File: src/srer_pkg.sv
`default_nettype none
package srer_pkg;
  // ==========================================================
  // register map, byte addresses of aligned 32-bit words
  localparam logic [7:0] OFF_SECNUM   = 8'h00;
  localparam logic [7:0] OFF_CYL_LO   = 8'h04;
  localparam logic [7:0] OFF_CYL_HI   = 8'h08;
  localparam logic [7:0] OFF_SECCNT   = 8'h0C;
  localparam logic [7:0] OFF_ERROR    = 8'h10;
  localparam logic [7:0] OFF_STATUS   = 8'h14;
  localparam logic [7:0] OFF_DEVCTL   = 8'h18;
  localparam logic [7:0] OFF_ERRLOG   = 8'h1C;
  localparam logic [7:0] OFF_IRQ_STAT = 8'h20;
  localparam logic [7:0] OFF_IRQ_MASK = 8'h24;
  localparam logic [7:0] OFF_TLIMIT   = 8'h28;
  // ==========================================================
  // byte positions inside the 48-bit address and 16-bit count
  localparam int SN_LO_LSB  = 0;
  localparam int SN_HI_LSB  = 24;
  localparam int CL_LO_LSB  = 8;
  localparam int CL_HI_LSB  = 32;
  localparam int CH_LO_LSB  = 16;
  localparam int CH_HI_LSB  = 40;
  localparam int CNT_HI_LSB = 8;
  // ==========================================================
  // bit positions
  localparam int ERR_CCTO_BIT = 0;
  localparam int ERR_ABRT_BIT = 2;
  localparam int ERR_IDNF_BIT = 4;
  localparam int ERR_UNC_BIT  = 6;
  localparam int ST_ERR_BIT   = 0;
  localparam int ST_SE_BIT    = 5;
  localparam int ST_RDY_BIT   = 6;
  localparam int ST_BSY_BIT   = 7;
  localparam int DC_HOB_BIT   = 7;
  localparam int IRQ_DONE_BIT = 0;
  localparam int IRQ_SE_BIT   = 1;
  localparam int IRQ_TO_BIT   = 2;
  // ==========================================================
  // reset values and bus answers
  localparam logic [7:0]  DEVCTL_RST = 8'h00;
  localparam logic [7:0]  MASK_RST   = 8'h00;
  localparam logic [15:0] TLIMIT_RST = 16'h0000;
  localparam logic [1:0]  RESP_OKAY  = 2'h0;
  localparam logic [1:0]  RESP_SLV   = 2'h2;
  // ==========================================================
  // timing: time limit counts in ticks of one microsecond
  localparam int CLK_PERIOD_NS = 25;
  localparam int TICK_NS       = 1000;
  localparam int TICK_CYC = (TICK_NS + CLK_PERIOD_NS - 1) / CLK_PERIOD_NS;
  typedef enum logic {CMD_IDLE, CMD_RUN} srer_cmd_e;
endpackage
`default_nettype wire

File: src/srer_top.sv
// Function
// sector number: address 7:0 or 31:24 by selector
// cylinder low: address 15:8 or 39:32
// cylinder high: address 23:16 or 47:40
// time limit overrun sets error bit 0
// error with stream option sets status bit 5
// stream error loads failing address and count
// stream option: log errors, clear ERR
// count: current low byte, previous high byte
// selector bit chooses high or low byte
`default_nettype none
module srer_top
  import srer_pkg::*;
#(
  parameter int ADDR_W = 8
) (
  input  wire logic              ref_clk_in,      // 40 MHz clock
  input  wire logic              arst_n_in,       // async reset, low
  input  wire logic              cmd_start_in,    // command issued, pulse
  input  wire logic              rc_in,           // stream option at issue
  input  wire logic              cmd_done_in,     // command ended, pulse
  input  wire logic              unc_in,          // uncorrectable error
  input  wire logic              idnf_in,         // id not found
  input  wire logic              abrt_in,         // aborted
  input  wire logic [47:0]       err_lba_in,      // first failing address
  input  wire logic [15:0]       bad_cnt_in,      // sectors maybe bad
  input  wire logic [ADDR_W-1:0] s_axi_awaddr_in, // write address
  input  wire logic              s_axi_awvalid_in, // write address valid
  output logic                   s_axi_awready_out, // write address ready
  input  wire logic [31:0]       s_axi_wdata_in,  // write data
  input  wire logic [3:0]        s_axi_wstrb_in,  // byte enables
  input  wire logic              s_axi_wvalid_in, // write data valid
  output logic                   s_axi_wready_out, // write data ready
  output logic [1:0]             s_axi_bresp_out, // write response
  output logic                   s_axi_bvalid_out, // response valid
  input  wire logic              s_axi_bready_in, // response ready
  input  wire logic [ADDR_W-1:0] s_axi_araddr_in, // read address
  input  wire logic              s_axi_arvalid_in, // read address valid
  output logic                   s_axi_arready_out, // read address ready
  output logic [31:0]            s_axi_rdata_out, // read data
  output logic [1:0]             s_axi_rresp_out, // read response
  output logic                   s_axi_rvalid_out, // read data valid
  input  wire logic              s_axi_rready_in, // read data ready
  output logic                   irq_out          // level interrupt
);
  if (ADDR_W < 8 || ADDR_W > 32)
  begin : g_chk
    $error("ADDR_W must lie between 8 and 32");
  end

  // ==========================================================
  // helpers
  function automatic logic hit(input logic [ADDR_W-1:0] a,
                               input logic [7:0] off);
    // upper address bits must be clear; the cast also serves ADDR_W == 8
    hit = (a == ADDR_W'(off));
  endfunction

  function automatic logic [7:0] merge8(input logic [7:0] old_v,
                                        input logic [7:0] new_v,
                                        input logic       en);
    merge8 = en ? new_v : old_v;
  endfunction

  // ==========================================================
  // state
  srer_cmd_e   cmd_r;
  logic        rc_r;
  logic [47:0] lba_r;
  logic [15:0] cnt_r;
  logic [7:0]  err_reg_r;
  logic [7:0]  log_r;
  logic        se_r;
  logic        errf_r;
  logic [7:0]  devctl_r;
  logic [7:0]  irq_stat_r;
  logic [7:0]  irq_mask_r;
  logic [15:0] tlimit_r;
  logic [15:0] elapsed_r;
  logic [$clog2(TICK_CYC+1)-1:0] tick_cnt_r;

  // ==========================================================
  // command timing
  wire run_w    = (cmd_r == CMD_RUN);
  wire tick_w   = (tick_cnt_r == ($clog2(TICK_CYC+1))'(TICK_CYC - 1));
  wire done_ev  = run_w && cmd_done_in;
  // a limit of zero disables the watchdog; a real completion in the
  // same cycle as the overrun wins, so no false timeout is reported
  wire to_ev    = run_w && !cmd_done_in && (tlimit_r != '0)
                  && (elapsed_r >= tlimit_r);
  wire fin_ev   = done_ev || to_ev;
  wire unc_w    = done_ev && unc_in;
  wire idnf_w   = done_ev && idnf_in;
  wire abrt_w   = done_ev && abrt_in;
  wire any_err  = unc_w || idnf_w || abrt_w || to_ev;
  wire se_ev    = fin_ev && rc_r && any_err;

  logic [7:0] err_bits_w;
  always_comb
  begin
    err_bits_w = '0;
    err_bits_w[ERR_CCTO_BIT] = to_ev;
    err_bits_w[ERR_ABRT_BIT] = abrt_w;
    err_bits_w[ERR_IDNF_BIT] = idnf_w;
    err_bits_w[ERR_UNC_BIT]  = unc_w;
  end

  always_ff @(posedge ref_clk_in or negedge arst_n_in)
  begin
    if (!arst_n_in)
    begin
      cmd_r      <= CMD_IDLE;
      rc_r       <= 1'b0;
      tick_cnt_r <= '0;
      elapsed_r  <= '0;
    end
    else
    begin
      if (cmd_start_in && !run_w)
      begin
        cmd_r      <= CMD_RUN;
        rc_r       <= rc_in;
        tick_cnt_r <= '0;
        elapsed_r  <= '0;
      end
      else if (fin_ev)
        cmd_r <= CMD_IDLE;
      else if (run_w)
      begin
        tick_cnt_r <= tick_w ? '0 : tick_cnt_r + 1'b1;
        if (tick_w && elapsed_r != '1)
          elapsed_r <= elapsed_r + 16'h0001;
      end
    end
  end

  // ==========================================================
  // completion results
  always_ff @(posedge ref_clk_in or negedge arst_n_in)
  begin
    if (!arst_n_in)
    begin
      lba_r     <= '0;
      cnt_r     <= '0;
      err_reg_r <= '0;
      log_r     <= '0;
      se_r      <= 1'b0;
      errf_r    <= 1'b0;
    end
    else if (cmd_start_in && !run_w)
    begin
      se_r      <= 1'b0;
      errf_r    <= 1'b0;
      err_reg_r <= '0;
    end
    else if (fin_ev)
    begin
      lba_r <= err_lba_in;
      cnt_r <= se_ev ? bad_cnt_in : '0;
      if (se_ev)
      begin
        se_r      <= 1'b1;
        errf_r    <= 1'b0;
        err_reg_r <= '0;
        log_r     <= err_bits_w;
      end
      else
      begin
        se_r      <= 1'b0;
        errf_r    <= any_err;
        err_reg_r <= err_bits_w;
      end
    end
  end

  // ==========================================================
  // register views
  wire       hob_w     = devctl_r[DC_HOB_BIT];
  wire [7:0] secnum_w  = hob_w ? lba_r[SN_HI_LSB +: 8]
                               : lba_r[SN_LO_LSB +: 8];
  wire [7:0] cyl_lo_w  = hob_w ? lba_r[CL_HI_LSB +: 8]
                               : lba_r[CL_LO_LSB +: 8];
  wire [7:0] cyl_hi_w  = hob_w ? lba_r[CH_HI_LSB +: 8]
                               : lba_r[CH_LO_LSB +: 8];
  wire [7:0] seccnt_w  = hob_w ? cnt_r[CNT_HI_LSB +: 8]
                               : cnt_r[7:0];

  logic [7:0] status_w;
  always_comb
  begin
    status_w = '0;
    status_w[ST_ERR_BIT] = errf_r;
    status_w[ST_SE_BIT]  = se_r;
    status_w[ST_RDY_BIT] = 1'b1;
    status_w[ST_BSY_BIT] = run_w;
  end

  // ==========================================================
  // AXI4-Lite slave: one write and one read in flight
  logic [ADDR_W-1:0] aw_addr_r;
  logic [31:0]       w_data_r;
  logic [3:0]        w_strb_r;
  logic              aw_got_r;
  logic              w_got_r;

  wire aw_hs  = s_axi_awvalid_in && s_axi_awready_out;
  wire w_hs   = s_axi_wvalid_in && s_axi_wready_out;
  wire ar_hs  = s_axi_arvalid_in && s_axi_arready_out;
  wire b_hs   = s_axi_bvalid_out && s_axi_bready_in;
  wire r_hs   = s_axi_rvalid_out && s_axi_rready_in;
  wire wr_go  = aw_got_r && w_got_r;
  wire wr_dc  = hit(aw_addr_r, OFF_DEVCTL);
  wire wr_msk = hit(aw_addr_r, OFF_IRQ_MASK);
  wire wr_lim = hit(aw_addr_r, OFF_TLIMIT);
  // read-only registers answer OKAY and ignore the data
  wire wr_map = wr_dc || wr_msk || wr_lim
                || hit(aw_addr_r, OFF_SECNUM) || hit(aw_addr_r, OFF_CYL_LO)
                || hit(aw_addr_r, OFF_CYL_HI) || hit(aw_addr_r, OFF_SECCNT)
                || hit(aw_addr_r, OFF_ERROR) || hit(aw_addr_r, OFF_STATUS)
                || hit(aw_addr_r, OFF_ERRLOG)
                || hit(aw_addr_r, OFF_IRQ_STAT);

  wire rd_stat = ar_hs && hit(s_axi_araddr_in, OFF_IRQ_STAT);
  wire [7:0] rd_byte =
      hit(s_axi_araddr_in, OFF_SECNUM)   ? secnum_w   :
      hit(s_axi_araddr_in, OFF_CYL_LO)   ? cyl_lo_w   :
      hit(s_axi_araddr_in, OFF_CYL_HI)   ? cyl_hi_w   :
      hit(s_axi_araddr_in, OFF_SECCNT)   ? seccnt_w   :
      hit(s_axi_araddr_in, OFF_ERROR)    ? err_reg_r  :
      hit(s_axi_araddr_in, OFF_STATUS)   ? status_w   :
      hit(s_axi_araddr_in, OFF_DEVCTL)   ? devctl_r   :
      hit(s_axi_araddr_in, OFF_ERRLOG)   ? log_r      :
      hit(s_axi_araddr_in, OFF_IRQ_STAT) ? irq_stat_r :
      hit(s_axi_araddr_in, OFF_IRQ_MASK) ? irq_mask_r : 8'h00;
  wire [31:0] rd_word = hit(s_axi_araddr_in, OFF_TLIMIT)
                        ? {16'h0000, tlimit_r} : {24'h000000, rd_byte};
  wire rd_map = (rd_byte != 8'h00) || hit(s_axi_araddr_in, OFF_TLIMIT)
                || (s_axi_araddr_in <= ADDR_W'(OFF_TLIMIT)
                    && s_axi_araddr_in[1:0] == 2'h0);

  always_ff @(posedge ref_clk_in or negedge arst_n_in)
  begin
    if (!arst_n_in)
    begin
      s_axi_awready_out <= 1'b1;
      s_axi_wready_out  <= 1'b1;
      s_axi_bvalid_out  <= 1'b0;
      s_axi_bresp_out   <= RESP_OKAY;
      aw_got_r          <= 1'b0;
      w_got_r           <= 1'b0;
      aw_addr_r         <= '0;
      w_data_r          <= '0;
      w_strb_r          <= '0;
    end
    else
    begin
      if (aw_hs)
      begin
        aw_addr_r         <= s_axi_awaddr_in;
        aw_got_r          <= 1'b1;
        s_axi_awready_out <= 1'b0;
      end
      if (w_hs)
      begin
        w_data_r         <= s_axi_wdata_in;
        w_strb_r         <= s_axi_wstrb_in;
        w_got_r          <= 1'b1;
        s_axi_wready_out <= 1'b0;
      end
      if (wr_go)
      begin
        aw_got_r         <= 1'b0;
        w_got_r          <= 1'b0;
        s_axi_bvalid_out <= 1'b1;
        s_axi_bresp_out  <= wr_map ? RESP_OKAY : RESP_SLV;
      end
      if (b_hs)
      begin
        s_axi_bvalid_out  <= 1'b0;
        s_axi_awready_out <= 1'b1;
        s_axi_wready_out  <= 1'b1;
      end
    end
  end

  always_ff @(posedge ref_clk_in or negedge arst_n_in)
  begin
    if (!arst_n_in)
    begin
      s_axi_arready_out <= 1'b1;
      s_axi_rvalid_out  <= 1'b0;
      s_axi_rdata_out   <= '0;
      s_axi_rresp_out   <= RESP_OKAY;
    end
    else if (ar_hs)
    begin
      s_axi_arready_out <= 1'b0;
      s_axi_rvalid_out  <= 1'b1;
      s_axi_rdata_out   <= rd_word;
      s_axi_rresp_out   <= rd_map ? RESP_OKAY : RESP_SLV;
    end
    else if (r_hs)
    begin
      s_axi_rvalid_out  <= 1'b0;
      s_axi_arready_out <= 1'b1;
    end
  end

  // ==========================================================
  // control registers and interrupt
  logic [7:0] irq_ev_w;
  always_comb
  begin
    irq_ev_w = '0;
    irq_ev_w[IRQ_DONE_BIT] = fin_ev;
    irq_ev_w[IRQ_SE_BIT]   = se_ev;
    irq_ev_w[IRQ_TO_BIT]   = to_ev;
  end
  // an event in the same cycle as the clearing read survives
  wire [7:0] irq_stat_nxt = (rd_stat ? 8'h00 : irq_stat_r) | irq_ev_w;

  always_ff @(posedge ref_clk_in or negedge arst_n_in)
  begin
    if (!arst_n_in)
    begin
      devctl_r   <= DEVCTL_RST;
      irq_mask_r <= MASK_RST;
      tlimit_r   <= TLIMIT_RST;
      irq_stat_r <= '0;
      irq_out    <= 1'b0;
    end
    else
    begin
      if (wr_go && wr_dc)
        devctl_r <= merge8(devctl_r, w_data_r[7:0], w_strb_r[0]);
      if (wr_go && wr_msk)
        irq_mask_r <= merge8(irq_mask_r, w_data_r[7:0], w_strb_r[0]);
      if (wr_go && wr_lim)
        tlimit_r <= {merge8(tlimit_r[15:8], w_data_r[15:8], w_strb_r[1]),
                     merge8(tlimit_r[7:0], w_data_r[7:0], w_strb_r[0])};
      irq_stat_r <= irq_stat_nxt;
      irq_out    <= |(irq_stat_nxt & irq_mask_r);
    end
  end
endmodule
`default_nettype wire

File: config.mk
export PLATFORM = sky130hd
export DESIGN_NAME = srer_top
export DESIGN_NICKNAME = d
export VERILOG_FILES = /design/src/srer_pkg.sv /design/src/srer_top.sv
export SDC_FILE = /design/constraint.sdc
export NUM_CORES = 1
export LEC_CHECK = 0
export BUFFER_PORTS_ARGS = -buffer_cell sky130_fd_sc_hd__buf_2
export CORE_AREA = 2 2 139 277
export CTS_CLUSTER_SIZE = 12
export DETAILED_ROUTE_END_ITERATION = 12
export DIE_AREA = 0 0 141 279
export PLACE_DENSITY = 0.48
export SETUP_SLACK_MARGIN = 0.3
export SLEW_MARGIN = 20
export SYNTH_ARGS = -nofsm -noshare
export SYNTH_HDL_FRONTEND = slang
export SYNTH_SLANG_ARGS = --single-unit
File: constraint.sdc
create_clock -name ref_clk_in -period 3.63 [get_ports ref_clk_in]
set_input_delay 0.1815 -clock ref_clk_in [delete_from_list [all_inputs] [get_ports ref_clk_in]]
set_output_delay 0.1815 -clock ref_clk_in [all_outputs]
set_load 0.01 [all_outputs]
==> flow_summary.json, run 1 <==
{
  "clkTransAtPathRegs_ns": 0.07,
  "synthFlopType": "dfrtp_1",
  "hold_path.class": "in2reg",
  "cts_buffers": 17,
  "fmaxAchievable_mhz": 344.1,
  "vias": 7259,
  "synthArstFlopShare_pct": 100.0,
  "multiInputGateArea_sq_um": 4165,
  "power_density_nw_per_um2": 572.5,
  "ir_drop_mv": 0.2986,
  "dr.pass1.iters": 4,
  "wl_per_cell_um": 18.53,
  "start_util_pct": 24.88,
  "synth_seq_cells": 190,
  "yosysMostFrequentCell": "dfrtp_1",
  "hpwl_um": 21100,
  "core_area_sq_um": 37160,
  "insertion_delay_ns": 0.45,
  "postCtsHoldBufs": 105,
  "drv_slew": 0,
  "grt_pass1_vias": 7719,
  "syn_inst": 826,
  "status": "completed",
  "synthTopCellsByCount": "dfrtp_1 (187), mux2_2 (116), nand2_1 (97), a21oi_1 (36), o21ai_0 (36)",
  "holdPathStages": 3,
  "die_h_um": 279,
  "path_class": "reg2reg",
  "wl_um": 28410,
  "tightest_slew_ns": 1.024,
  "setup_tns_ns": 0,
  "cts.sinks": 190,
  "regToRegSetupSlack_ns": 0.72,
  "drc": 0,
  "synth.top_cell.area_share_pct": 50.62,
  "grt_setup_unrepaired": "false",
  "synth_area_sq_um": 9244,
  "yosysSeqAreaShare_pct": 51.48,
  "p_leak_nw": 5.505,
  "pre_cts_ws_ns": 0.7206,
  "grt_max_degree": 108,
  "io_buffer_count": 134,
  "synth_largest_area_cell": "dfrtp_1",
  "htreeDepth": 4,
  "synth.distinct_cells": 59,
  "place_area_sq_um": 10430,
  "cts_setup_buffers": 0,
  "syn_avg_cell_area_sq_um": 11.19,
  "regToRegStartpoint": "elapsed_r[2]",
  "synth_area_leaders": "dfrtp_1 (51%), mux2_2 (14%), nand2_1 (3.9%)",
  "end_kind": "register",
  "finClkSkew_ns": 0.01541,
  "antenna_found_initial": 0,
  "grt_pass1_wl_um": 43700,
  "dr.first_iter.drc_count": 380,
  "clock_path_buffers": 2,
  "layout-drive-gt1-share_pct": 29.52,
  "io_pins": 171,
  "stdcell_area_sq_um": 12060,
  "min_from": "s_axi_araddr_in[5]",
  "reg2reg_to": "lba_r[7]",
  "cpLargestDelayFamily": "compound AO/OA/AOI/OAI gates",
  "grt_usage_pct": 14.75,
  "num_rows": 100,
  "ctsResizeCount": 0,
  "maxSlewHeadroom_pct": 31.58,
  "startpoint_type": "register",
  "synth-xor-area-share_pct": 0.2842,
  "synth_compound_area_share_pct": 11.68,
  "root_buffer": "clkbuf_16",
  "arrival_ns": 3.24,
  "path_cells": "ha_1 -> a211o_1 -> a31oi_1 -> o221ai_1 -> a221o_1 -> a21boi_4 -> buf_4 -> mux2_2",
  "critPathBufInv": 1,
  "synth-edff-count": 0,
  "min_to": "s_axi_rresp_out[1]",
  "synth_top_family_by_area": "multiplexers",
  "fin_crit_sh_pct": 80.07,
  "fin_crit_ns": 2.907,
  "fillers": 3766,
  "regArea_sq_um": 4758,
  "setup_violations": 0,
  "diodes": 0,
  "crit_path_max_incr_delay_ns": 0.47,
  "ant_nets": 0,
  "critPathSlowestCell": "a221o_1",
  "yosys_warnings": 0,
  "reg2reg_depth": 8,
  "cts_tree": "built",
  "hold_violations": 0,
  "synth_simple_gate_area_share_pct": 11.52,
  "drv_cap": 0,
  "crit_required_ns": 3.96,
  "syn2layout_area_growth_pct": 30.41,
  "grt_overflow": 0,
  "synthAdderAreaFrac_pct": 2.436,
  "routed_via_density": 4.735,
  "worstPathMaxFanout": 34,
  "place_congestion": 0.8635,
  "setup_slack_ns": 0.7235,
  "nets": 1209,
  "die-area_sq_um": 39340,
  "synth_mux_area_share_pct": 18.19,
  "die_w_um": 141
}
[metal layers]
| metal | global-route usage [%] | up-vias | wire length, um |
|---|---|---|---|
| met4 | 7.513 | 0 | 1177 |
| met1 | 14.55 | 3625 | 10220 |
| met5 | 0 | - | 0 |
| met2 | 28.94 | 164 | 16240 |
| li1 | - | 3429 | - |
| met3 | 2.435 | 41 | 773 |
[cell families after synthesis]
kind of cell | after synthesis
fa+ha+maj | 18
mux | 151
flops | 190
compound gates | 160
xor+xnor | 3
simple gates | 220
other cells | 1
buf+inv | 83
[flip-flops by register name, summed over array words and instances (netlist names), 6 cells and up]
signal / cells
cnt_r: 16
tick_cnt_r: 6
w_data_r: 16
irq_stat_r: 8
s_axi_rdata_out: 16
tlimit_r: 16
irq_mask_r: 8
lba_r: 48
elapsed_r: 16
aw_addr_r: 8
devctl_r: 8
[per-stage QoR]
stage                     utilization (%)  power, mW  hold WS (ns)  cells
after detailed placement            28.07      5.039        0.3596   1397
after global routing                32.44      7.324       0.08527   1533
after floorplan                         -      4.336       -0.1141    843
after CTS                           32.44      7.024       0.03780   1533
final                               32.44      6.901       0.07243   1533
after global placement              28.07      4.983        0.3448   1397
[worst max-delay path by stage]
| stage | startpoint | endpoint | slack [ns] | depth (start not counted) |
|---|---|---|---|---|
| 5_1_grt | tlimit_r[1] | elapsed_r[5] | 0.59 | 10 |
| 2_1_floorplan | tlimit_r[2] | lba_r[0] | 1.11 | 9 |
| 3_3_place_gp | elapsed_r[2] | lba_r[9] | 0.76 | 8 |
| 6_report | elapsed_r[2] | lba_r[7] | 0.72 | 8 |
| 3_5_place_dp | elapsed_r[2] | lba_r[7] | 0.72 | 8 |
| 4_1_cts | elapsed_r[2] | lba_r[7] | 0.72 | 8 |
[cells in the final DEF, fill, tap and decap left out, drive strengths merged, types with 5 or more instances in the layout]
cell type    instances
a22o                19
nand4               11
a31oi               10
nor2                32
o22ai                8
nor4                 7
a31o                 5
a21oi               36
o211ai               6
nand3                8
mux2i               33
nand2               97
o21ai               36
nor3                10
mux2               116
and3                18
buf                147
dfrtp              187
nor2b                5
a22oi               10
conb                18
or2                  7
clkbuf              20
and2                 8
inv                 35
dlygate4sd3        105
ha                  18
[worst min-delay path: cells and delay by family]
family / cells / cell delay, ns
buf+inv: 1 / 0.13
compound gates: 2 / 0.17
[where the power goes]
group / total, mW / internal [mW] / switching, mW
clock: 1.86 / 0.981 / 0.875
combinational: 1.82 / 0.942 / 0.877
sequential: 3.23 / 2.78 / 0.444
[area by class of cell]
class	instances	share of cell area, %
clock buffer	19	3.674
clock inverter	12	1.069
inverter	30	0.9341
multi-input combinational	570	34.55
sequential	190	39.47
tap	459	4.764
timing repair buffer	253	15.54
(Power assumes the default switching activity.)
==> run 2, diff against run 1 <==
ABC_AREA = 1   (was unset)
CORE_AREA = 2 2 143 284   (was 2 2 139 277)
DIE_AREA = 0 0 145 286   (was 0 0 141 279)
PLACE_DENSITY = 0.49   (was 0.48)
clock period = 2.6 ns   (was 3.63 ns; I/O delays follow)
==> run 2 against run 1 <==
  * The run now ends with negative hold slack left
  * Global-route usage increased by 0.19 points
  * Utilization up 0.25 points
  * Sequential share of layout area down 2.4 points
  * Combinational power grew to 2.6 times the previous value
  * Non-clock buffer count is 31 higher
  * Worst hold slack lost 0.080 ns
==> flow_summary.json, run 2 <==
{
  "status": "finished, violations left",
  "violations": "negative hold slack",
  "maxSlewHeadroom_pct": 54.28,
  "htreeDepth": 4,
  "die-area_sq_um": 41470,
  "cts.sinks": 190,
  "hold_path.class": "in2reg",
  "cpLargestDelayFamily": "simple AND/OR/NAND/NOR gates",
  "layout-drive-gt1-share_pct": 18.70,
  "yosys_warnings": 0,
  "synth_compound_area_share_pct": 10.23,
  "io_pins": 171,
  "dr.pass1.iters": 6,
  "grt_max_degree": 75,
  "grt_usage_pct": 14.94,
  "core_area_sq_um": 39310,
  "synth_simple_gate_area_share_pct": 26.35,
  "crit_required_ns": 3.00,
  "wl_um": 31320,
  "start_util_pct": 24.64,
  "final_common_cell": "nand2_1",
  "dr.first_iter.drc_count": 397,
  "ir_drop_mv": 0.4915,
  "num_rows": 103,
  "path_cells": "ha_1 -> nand2_1 -> nor3_2 -> nand3_1 -> nand3_2 -> nand2_2 -> buf_4 -> nand2_2 -> buf_4 -> nand3_1 -> nand2_1",
  "synth_top_family_by_area": "simple AND/OR/NAND/NOR gates",
  "synth_mux_area_share_pct": 0.4133,
  "reg2reg_depth": 11,
  "critPathSlowestCell": "dfrtp_1",
  "die_h_um": 286,
  "top_register": "lba_r",
  "fin_crit_sh_pct": 83.61,
  "grt_overflow": 0,
  "setup_tns_ns": 0,
  "holdWs_ns": -0.007901,
  "nets": 1631,
  "yosysMostFrequentCell": "nand2_1",
  "startpoint_type": "register",
  "path_class": "reg2reg",
  "synthFlopType": "dfrtp_1",
  "worstPathMaxFanout": 17,
  "syn_avg_cell_area_sq_um": 7.914,
  "crit_path_max_incr_delay_ns": 0.45,
  "synth-edff-count": 0,
  "synthTopCellsByCount": "nand2_1 (383), dfrtp_1 (187), inv_1 (153), nand3_1 (79)",
  "yosysSeqAreaShare_pct": 49.12,
  "hpwl_um": 23460,
  "regToRegStartpoint": "elapsed_r[14]",
  "drv_cap": 0,
  "synth-xor-area-share_pct": 1.266,
  "synthArstFlopShare_pct": 100.0,
  "clock_path_buffers": 2,
  "clkTransAtPathRegs_ns": 0.08,
  "cts_buffers": 17,
  "routed_via_density": 4.317,
  "syn_inst": 1224,
  "synth_seq_cells": 190,
  "synth_area_sq_um": 9687,
  "largest_reg_flops": 48,
  "insertion_delay_ns": 0.46,
  "place_congestion": 0.8997,
  "drv_slew": 0,
  "wl_per_cell_um": 15.49,
  "synth.distinct_cells": 46,
  "syn2layout_area_growth_pct": 32.67,
  "synth_area_leaders": "dfrtp_1 (48%), nand2_1 (15%), inv_1 (5.9%)",
  "synth_largest_area_cell": "dfrtp_1",
  "synth.top_cell.area_share_pct": 48.31,
  "cts_tree": "built",
  "end_kind": "register",
  "ant_nets": 0,
  "p_leak_nw": 6.476,
  "fillers": 4197,
  "mostFrequentLayoutCells": "nand2_1 (376), dfrtp_1 (186), inv_1 (150)",
  "holdPathStages": 3,
  "vias": 8729,
  "fin_crit_ns": 2.174,
  "reg2reg_to": "cnt_r[15]",
  "root_buffer": "clkbuf_16",
  "tightest_slew_ns": 0.6837,
  "diodes": 0,
  "arrival_ns": 2.57,
  "setup_violations": 0,
  "min_to": "s_axi_awready_out",
  "die_w_um": 145,
  "grt_setup_unrepaired": "true",
  "synthAdderAreaFrac_pct": 2.325,
  "antenna_found_initial": 1,
  "grt_pass1_wl_um": 48020,
  "min_from": "s_axi_bready_in",
  "regToRegSetupSlack_ns": 0.43,
  "fmaxAchievable_mhz": 460.0,
  "power_density_nw_per_um2": 929.7,
  "hold_violations": 2,
  "finClkSkew_ns": 0.01662,
  "critPathBufInv": 2,
  "grt_pass1_vias": 8868,
  "drc": 0,
  "io_buffer_count": 134
}
## run 2: cell type report
type,instances,area (sq um),area share [%]
Tap cell,525,656.9,5.111
Sequential cell,190,4760,37.04
Clock inverter,12,118.9,0.9249
Multi-Input combinational cell,828,4055,31.55
Clock buffer,20,466.7,3.632
Timing Repair inverter,2,17.52,0.1363
Timing Repair Buffer,284,2160,16.80
Inverter,161,616.8,4.800
## run 2: layer usage
metal  track usage (%)  wire length [um]  vias up
li1                  -                 -     4363
met1             15.50             12110     4118
met2             28.76             17060      189
met3             2.185               799       59
met4             7.772              1347        0
met5                 0                 0        -
## run 2: cell families (layout without fill, tap and decap cells)
kind of cell,Yosys count,count (layout)
muxes,4,4
AOI/OAI and AO/OA,178,178
adders and majority gates,18,18
DFF,190,190
and+or+nand+nor,596,596
xor gates and xnor gates,14,14
other,1,18
buffers and inverters,223,479
## run 2: power breakdown
part	switching [mW]	internal, mW
Clock	1.30	1.35
Sequential	0.623	3.98
Combinational	2.88	1.81
Total	4.80	7.14
## run 2: worst max path at each step
stage                     cells after the start     startpoint            end  slack, ns
after floorplan                              14   elapsed_r[9]       lba_r[0]       0.72
after global placement                       15  elapsed_r[13]  tick_cnt_r[4]       0.17
after detailed placement                     15    tlimit_r[9]  tick_cnt_r[3]       0.09
after CTS                                    16    tlimit_r[9]  tick_cnt_r[4]       0.31
after global routing                         11  elapsed_r[15]      cnt_r[15]       0.27
final                                        11  elapsed_r[14]      cnt_r[15]       0.43
## run 2: worst min-delay path: stages
cell	delay, ns
buf_2	0.08
nand2_1	0.11
o21ai_0	0.10
## run 2: stage by stage
step / instances / worst slack, ns / area (sq um) / power (mW) / utilization, %
6_report: 2022 / 0.4263 / 12850 / 11.95 / 32.69
5_1_grt: 2022 / 0.2722 / 12850 / 12.88 / 32.69
3_5_place_dp: 1878 / 0.09402 / 11050 / 8.807 / 28.11
4_1_cts: 2008 / 0.3072 / 12630 / 11.65 / 32.13
3_3_place_gp: 1878 / 0.1698 / 11050 / 8.715 / 28.11
2_1_floorplan: 1241 / 0.7183 / 9751 / 7.372 / -
## run 2: repair_timing
action	CTS	global route
pin swaps	0	4
gates resized for setup	4	22
hold buffers	98	0
cloned	0	3
endpoints found under the hold margin	170	0
setup buffers	0	11
endpoints found under the setup margin	39	87
==> run 3, diff against run 2 <==
clock period = 1.8 ns   (was 2.6 ns; I/O delays follow)
==> run 3 against run 2 <==
  * The run ends with negative setup slack left
  * Worst setup slack got worse by 0.66 ns
  * Clock skew is 0.0021 ns lower
  * Worst hold slack improved by 0.069 ns
  * Wire length rose by 5.8%
  * Die area stayed put
  * Utilization up 4.0 points
  * Combinational power up 71%
  * Critical endpoint is now elapsed_r[13]
  * Highest routed layer unchanged
  * Clock power is 53% higher
==> flow_summary.json, run 3 (synthesis results as in run 2) <==
{
  "status": "finished, violations left",
  "violations": "negative setup slack",
  "top_register": "lba_r",
  "reg2reg_depth": 12,
  "path_cells": "ha_1 -> nand2_2 -> nor3_2 -> nand3_1 -> nand3_2 -> nand2_4 -> buf_4 -> nand3_4 -> nand2_4 -> buf_8 -> nand3_2 -> nand2_2",
  "ir_drop_mv": 0.9460,
  "htreeDepth": 4,
  "regToRegSetupSlack_ns": -0.23,
  "hold_violations": 0,
  "startpoint_type": "register",
  "largest_reg_flops": 48,
  "mostFrequentLayoutCells": "nand2_1 (347), dfrtp_1 (184), inv_1 (141)",
  "start_util_pct": 24.64,
  "grt_setup_unrepaired": "true",
  "dp.cells": 1960,
  "cts_buffers": 17,
  "num_rows": 103,
  "crit_path_max_incr_delay_ns": 0.42,
  "io_pins": 171,
  "syn2layout_area_growth_pct": 49.10,
  "die_w_um": 145,
  "path_class": "reg2reg",
  "pre_cts_ws_ns": -0.3522,
  "fmaxAchievable_mhz": 492.1,
  "arrival_ns": 2.38,
  "nets": 1737,
  "wl_per_cell_um": 15.57,
  "final_common_cell": "nand2_1",
  "drv_slew": 0,
  "power_density_nw_per_um2": 1301,
  "insertion_delay_ns": 0.46,
  "drv_cap": 0,
  "drc": 0,
  "hold_path.class": "in2reg",
  "finClkSkew_ns": 0.01456,
  "regToRegStartpoint": "elapsed_r[14]",
  "diodes": 0,
  "end_kind": "register",
  "clock_path_buffers": 2,
  "reg2reg_to": "elapsed_r[13]",
  "clkTransAtPathRegs_ns": 0.08,
  "layout-drive-gt1-share_pct": 30.19,
  "die-area_sq_um": 41470,
  "min_from": "s_axi_araddr_in[1]",
  "die_h_um": 286,
  "hpwl_um": 24560,
  "fin_cells": 2128,
  "dr.first_iter.drc_count": 297,
  "p_leak_nw": 7.215,
  "grt_usage_pct": 16.10,
  "place_congestion": 0.9003,
  "critPathSlowestCell": "dfrtp_1",
  "core_area_sq_um": 39310,
  "wl_um": 33140,
  "cts.sinks": 190,
  "dr.pass1.iters": 5,
  "io_buffer_count": 134,
  "fin_crit_ns": 2.032,
  "holdPathStages": 4,
  "grt_max_degree": 50,
  "worstPathMaxFanout": 7,
  "vias": 9251,
  "grt_overflow": 0,
  "antenna_found_initial": 0,
  "setup_violations": 98,
  "root_buffer": "clkbuf_16",
  "setup_slack_ns": -0.2321,
  "grt_pass1_vias": 9650,
  "finalPower_mw": 18.79,
  "ant_nets": 0,
  "min_to": "s_axi_rresp_out[1]",
  "cts_tree": "built",
  "routed_via_density": 4.347,
  "grt_pass1_wl_um": 51630,
  "fin_crit_sh_pct": 112.9,
  "crit_required_ns": 2.15
}
==> run 3: cell count changes in the layout (fill, tap and decap cells not counted), moves of 9 or more <==
cell,previous run,this run
a21oi_1,23,11
a21oi_2,2,14
buf_4,43,115
buf_6,1,20
inv_1,150,141
nand2_1,376,347
nand2_2,12,36
nand3_1,78,69
nor2_1,74,57
nor2_4,2,16
o21ai_0,74,50
o21ai_1,42,52
o21ai_2,4,16
==> run 3: worst max-delay path by stage <==
stage | from | to | depth (start not counted)
6_report | elapsed_r[14] | elapsed_r[13] | 12
5_1_grt | tlimit_r[3] | lba_r[4] | 15
4_1_cts | tlimit_r[9] | lba_r[1] | 15
3_5_place_dp | tlimit_r[15] | irq_out | 13
3_3_place_gp | tlimit_r[9] | irq_out | 15
2_1_floorplan | elapsed_r[9] | lba_r[0] | 14
==> run 3: cell type report <==
type | instances | area [sq um]
inverter | 161 | 618.1
tap | 525 | 656.9
clock buffer | 18 | 439.2
clock inverter | 14 | 173.9
sequential | 190 | 4762
fill | 4114 | 24860
timing repair buffer | 392 | 3229
multi-input combinational | 828 | 4563
==> run 3: metal layers <==
metal | part of all wire, % | vias to the layer above | GRT usage, %
met5 | 0 | - | 0
met4 | 5.4 | 0 | 9.208
met3 | 3.1 | 76 | 2.360
met2 | 55 | 246 | 30.92
met1 | 37 | 4334 | 16.43
li1 | - | 4595 | -
==> run 3: repair_timing <==
action                                  4_1_cts  5_1_grt
buffers inserted                             14       12
cloned                                        6        3
hold buffers                                101        0
endpoints found under the setup margin      127      143
pin swaps                                    59       40
resized for setup                           138       65
endpoints found under the hold margin       193        0
==> run 3: stage by stage <==
stage / instance area (sq um) / setup TNS, ns / utilization (%) / hold WS (ns)
floorplan: 9786 / -3.930 / - / -0.2056
global placement: 11780 / -25.44 / 29.98 / 0.07643
detailed placement: 11780 / -23.58 / 29.98 / 0.08140
CTS: 14060 / -18.50 / 35.78 / 0.04269
global route: 14440 / -34.73 / 36.74 / 0.06536
finish: 14440 / -18.38 / 36.74 / 0.06093
==> run 3: power breakdown <==
part / total (mW) / internal [mW] / switching (mW)
logic: 8.02 / 3.47 / 4.55
clock network: 4.03 / 2.14 / 1.90
registers: 6.74 / 5.76 / 0.982
==> run 3: critical path, delay by kind of cell (launching register included) <==
| kind | cells | cell delay, ns |
|---|---|---|
| buf+inv | 2 | 0.30 |
| fa+ha+maj | 1 | 0.31 |
| simple gates | 9 | 0.90 |
| flops | 1 | 0.42 |
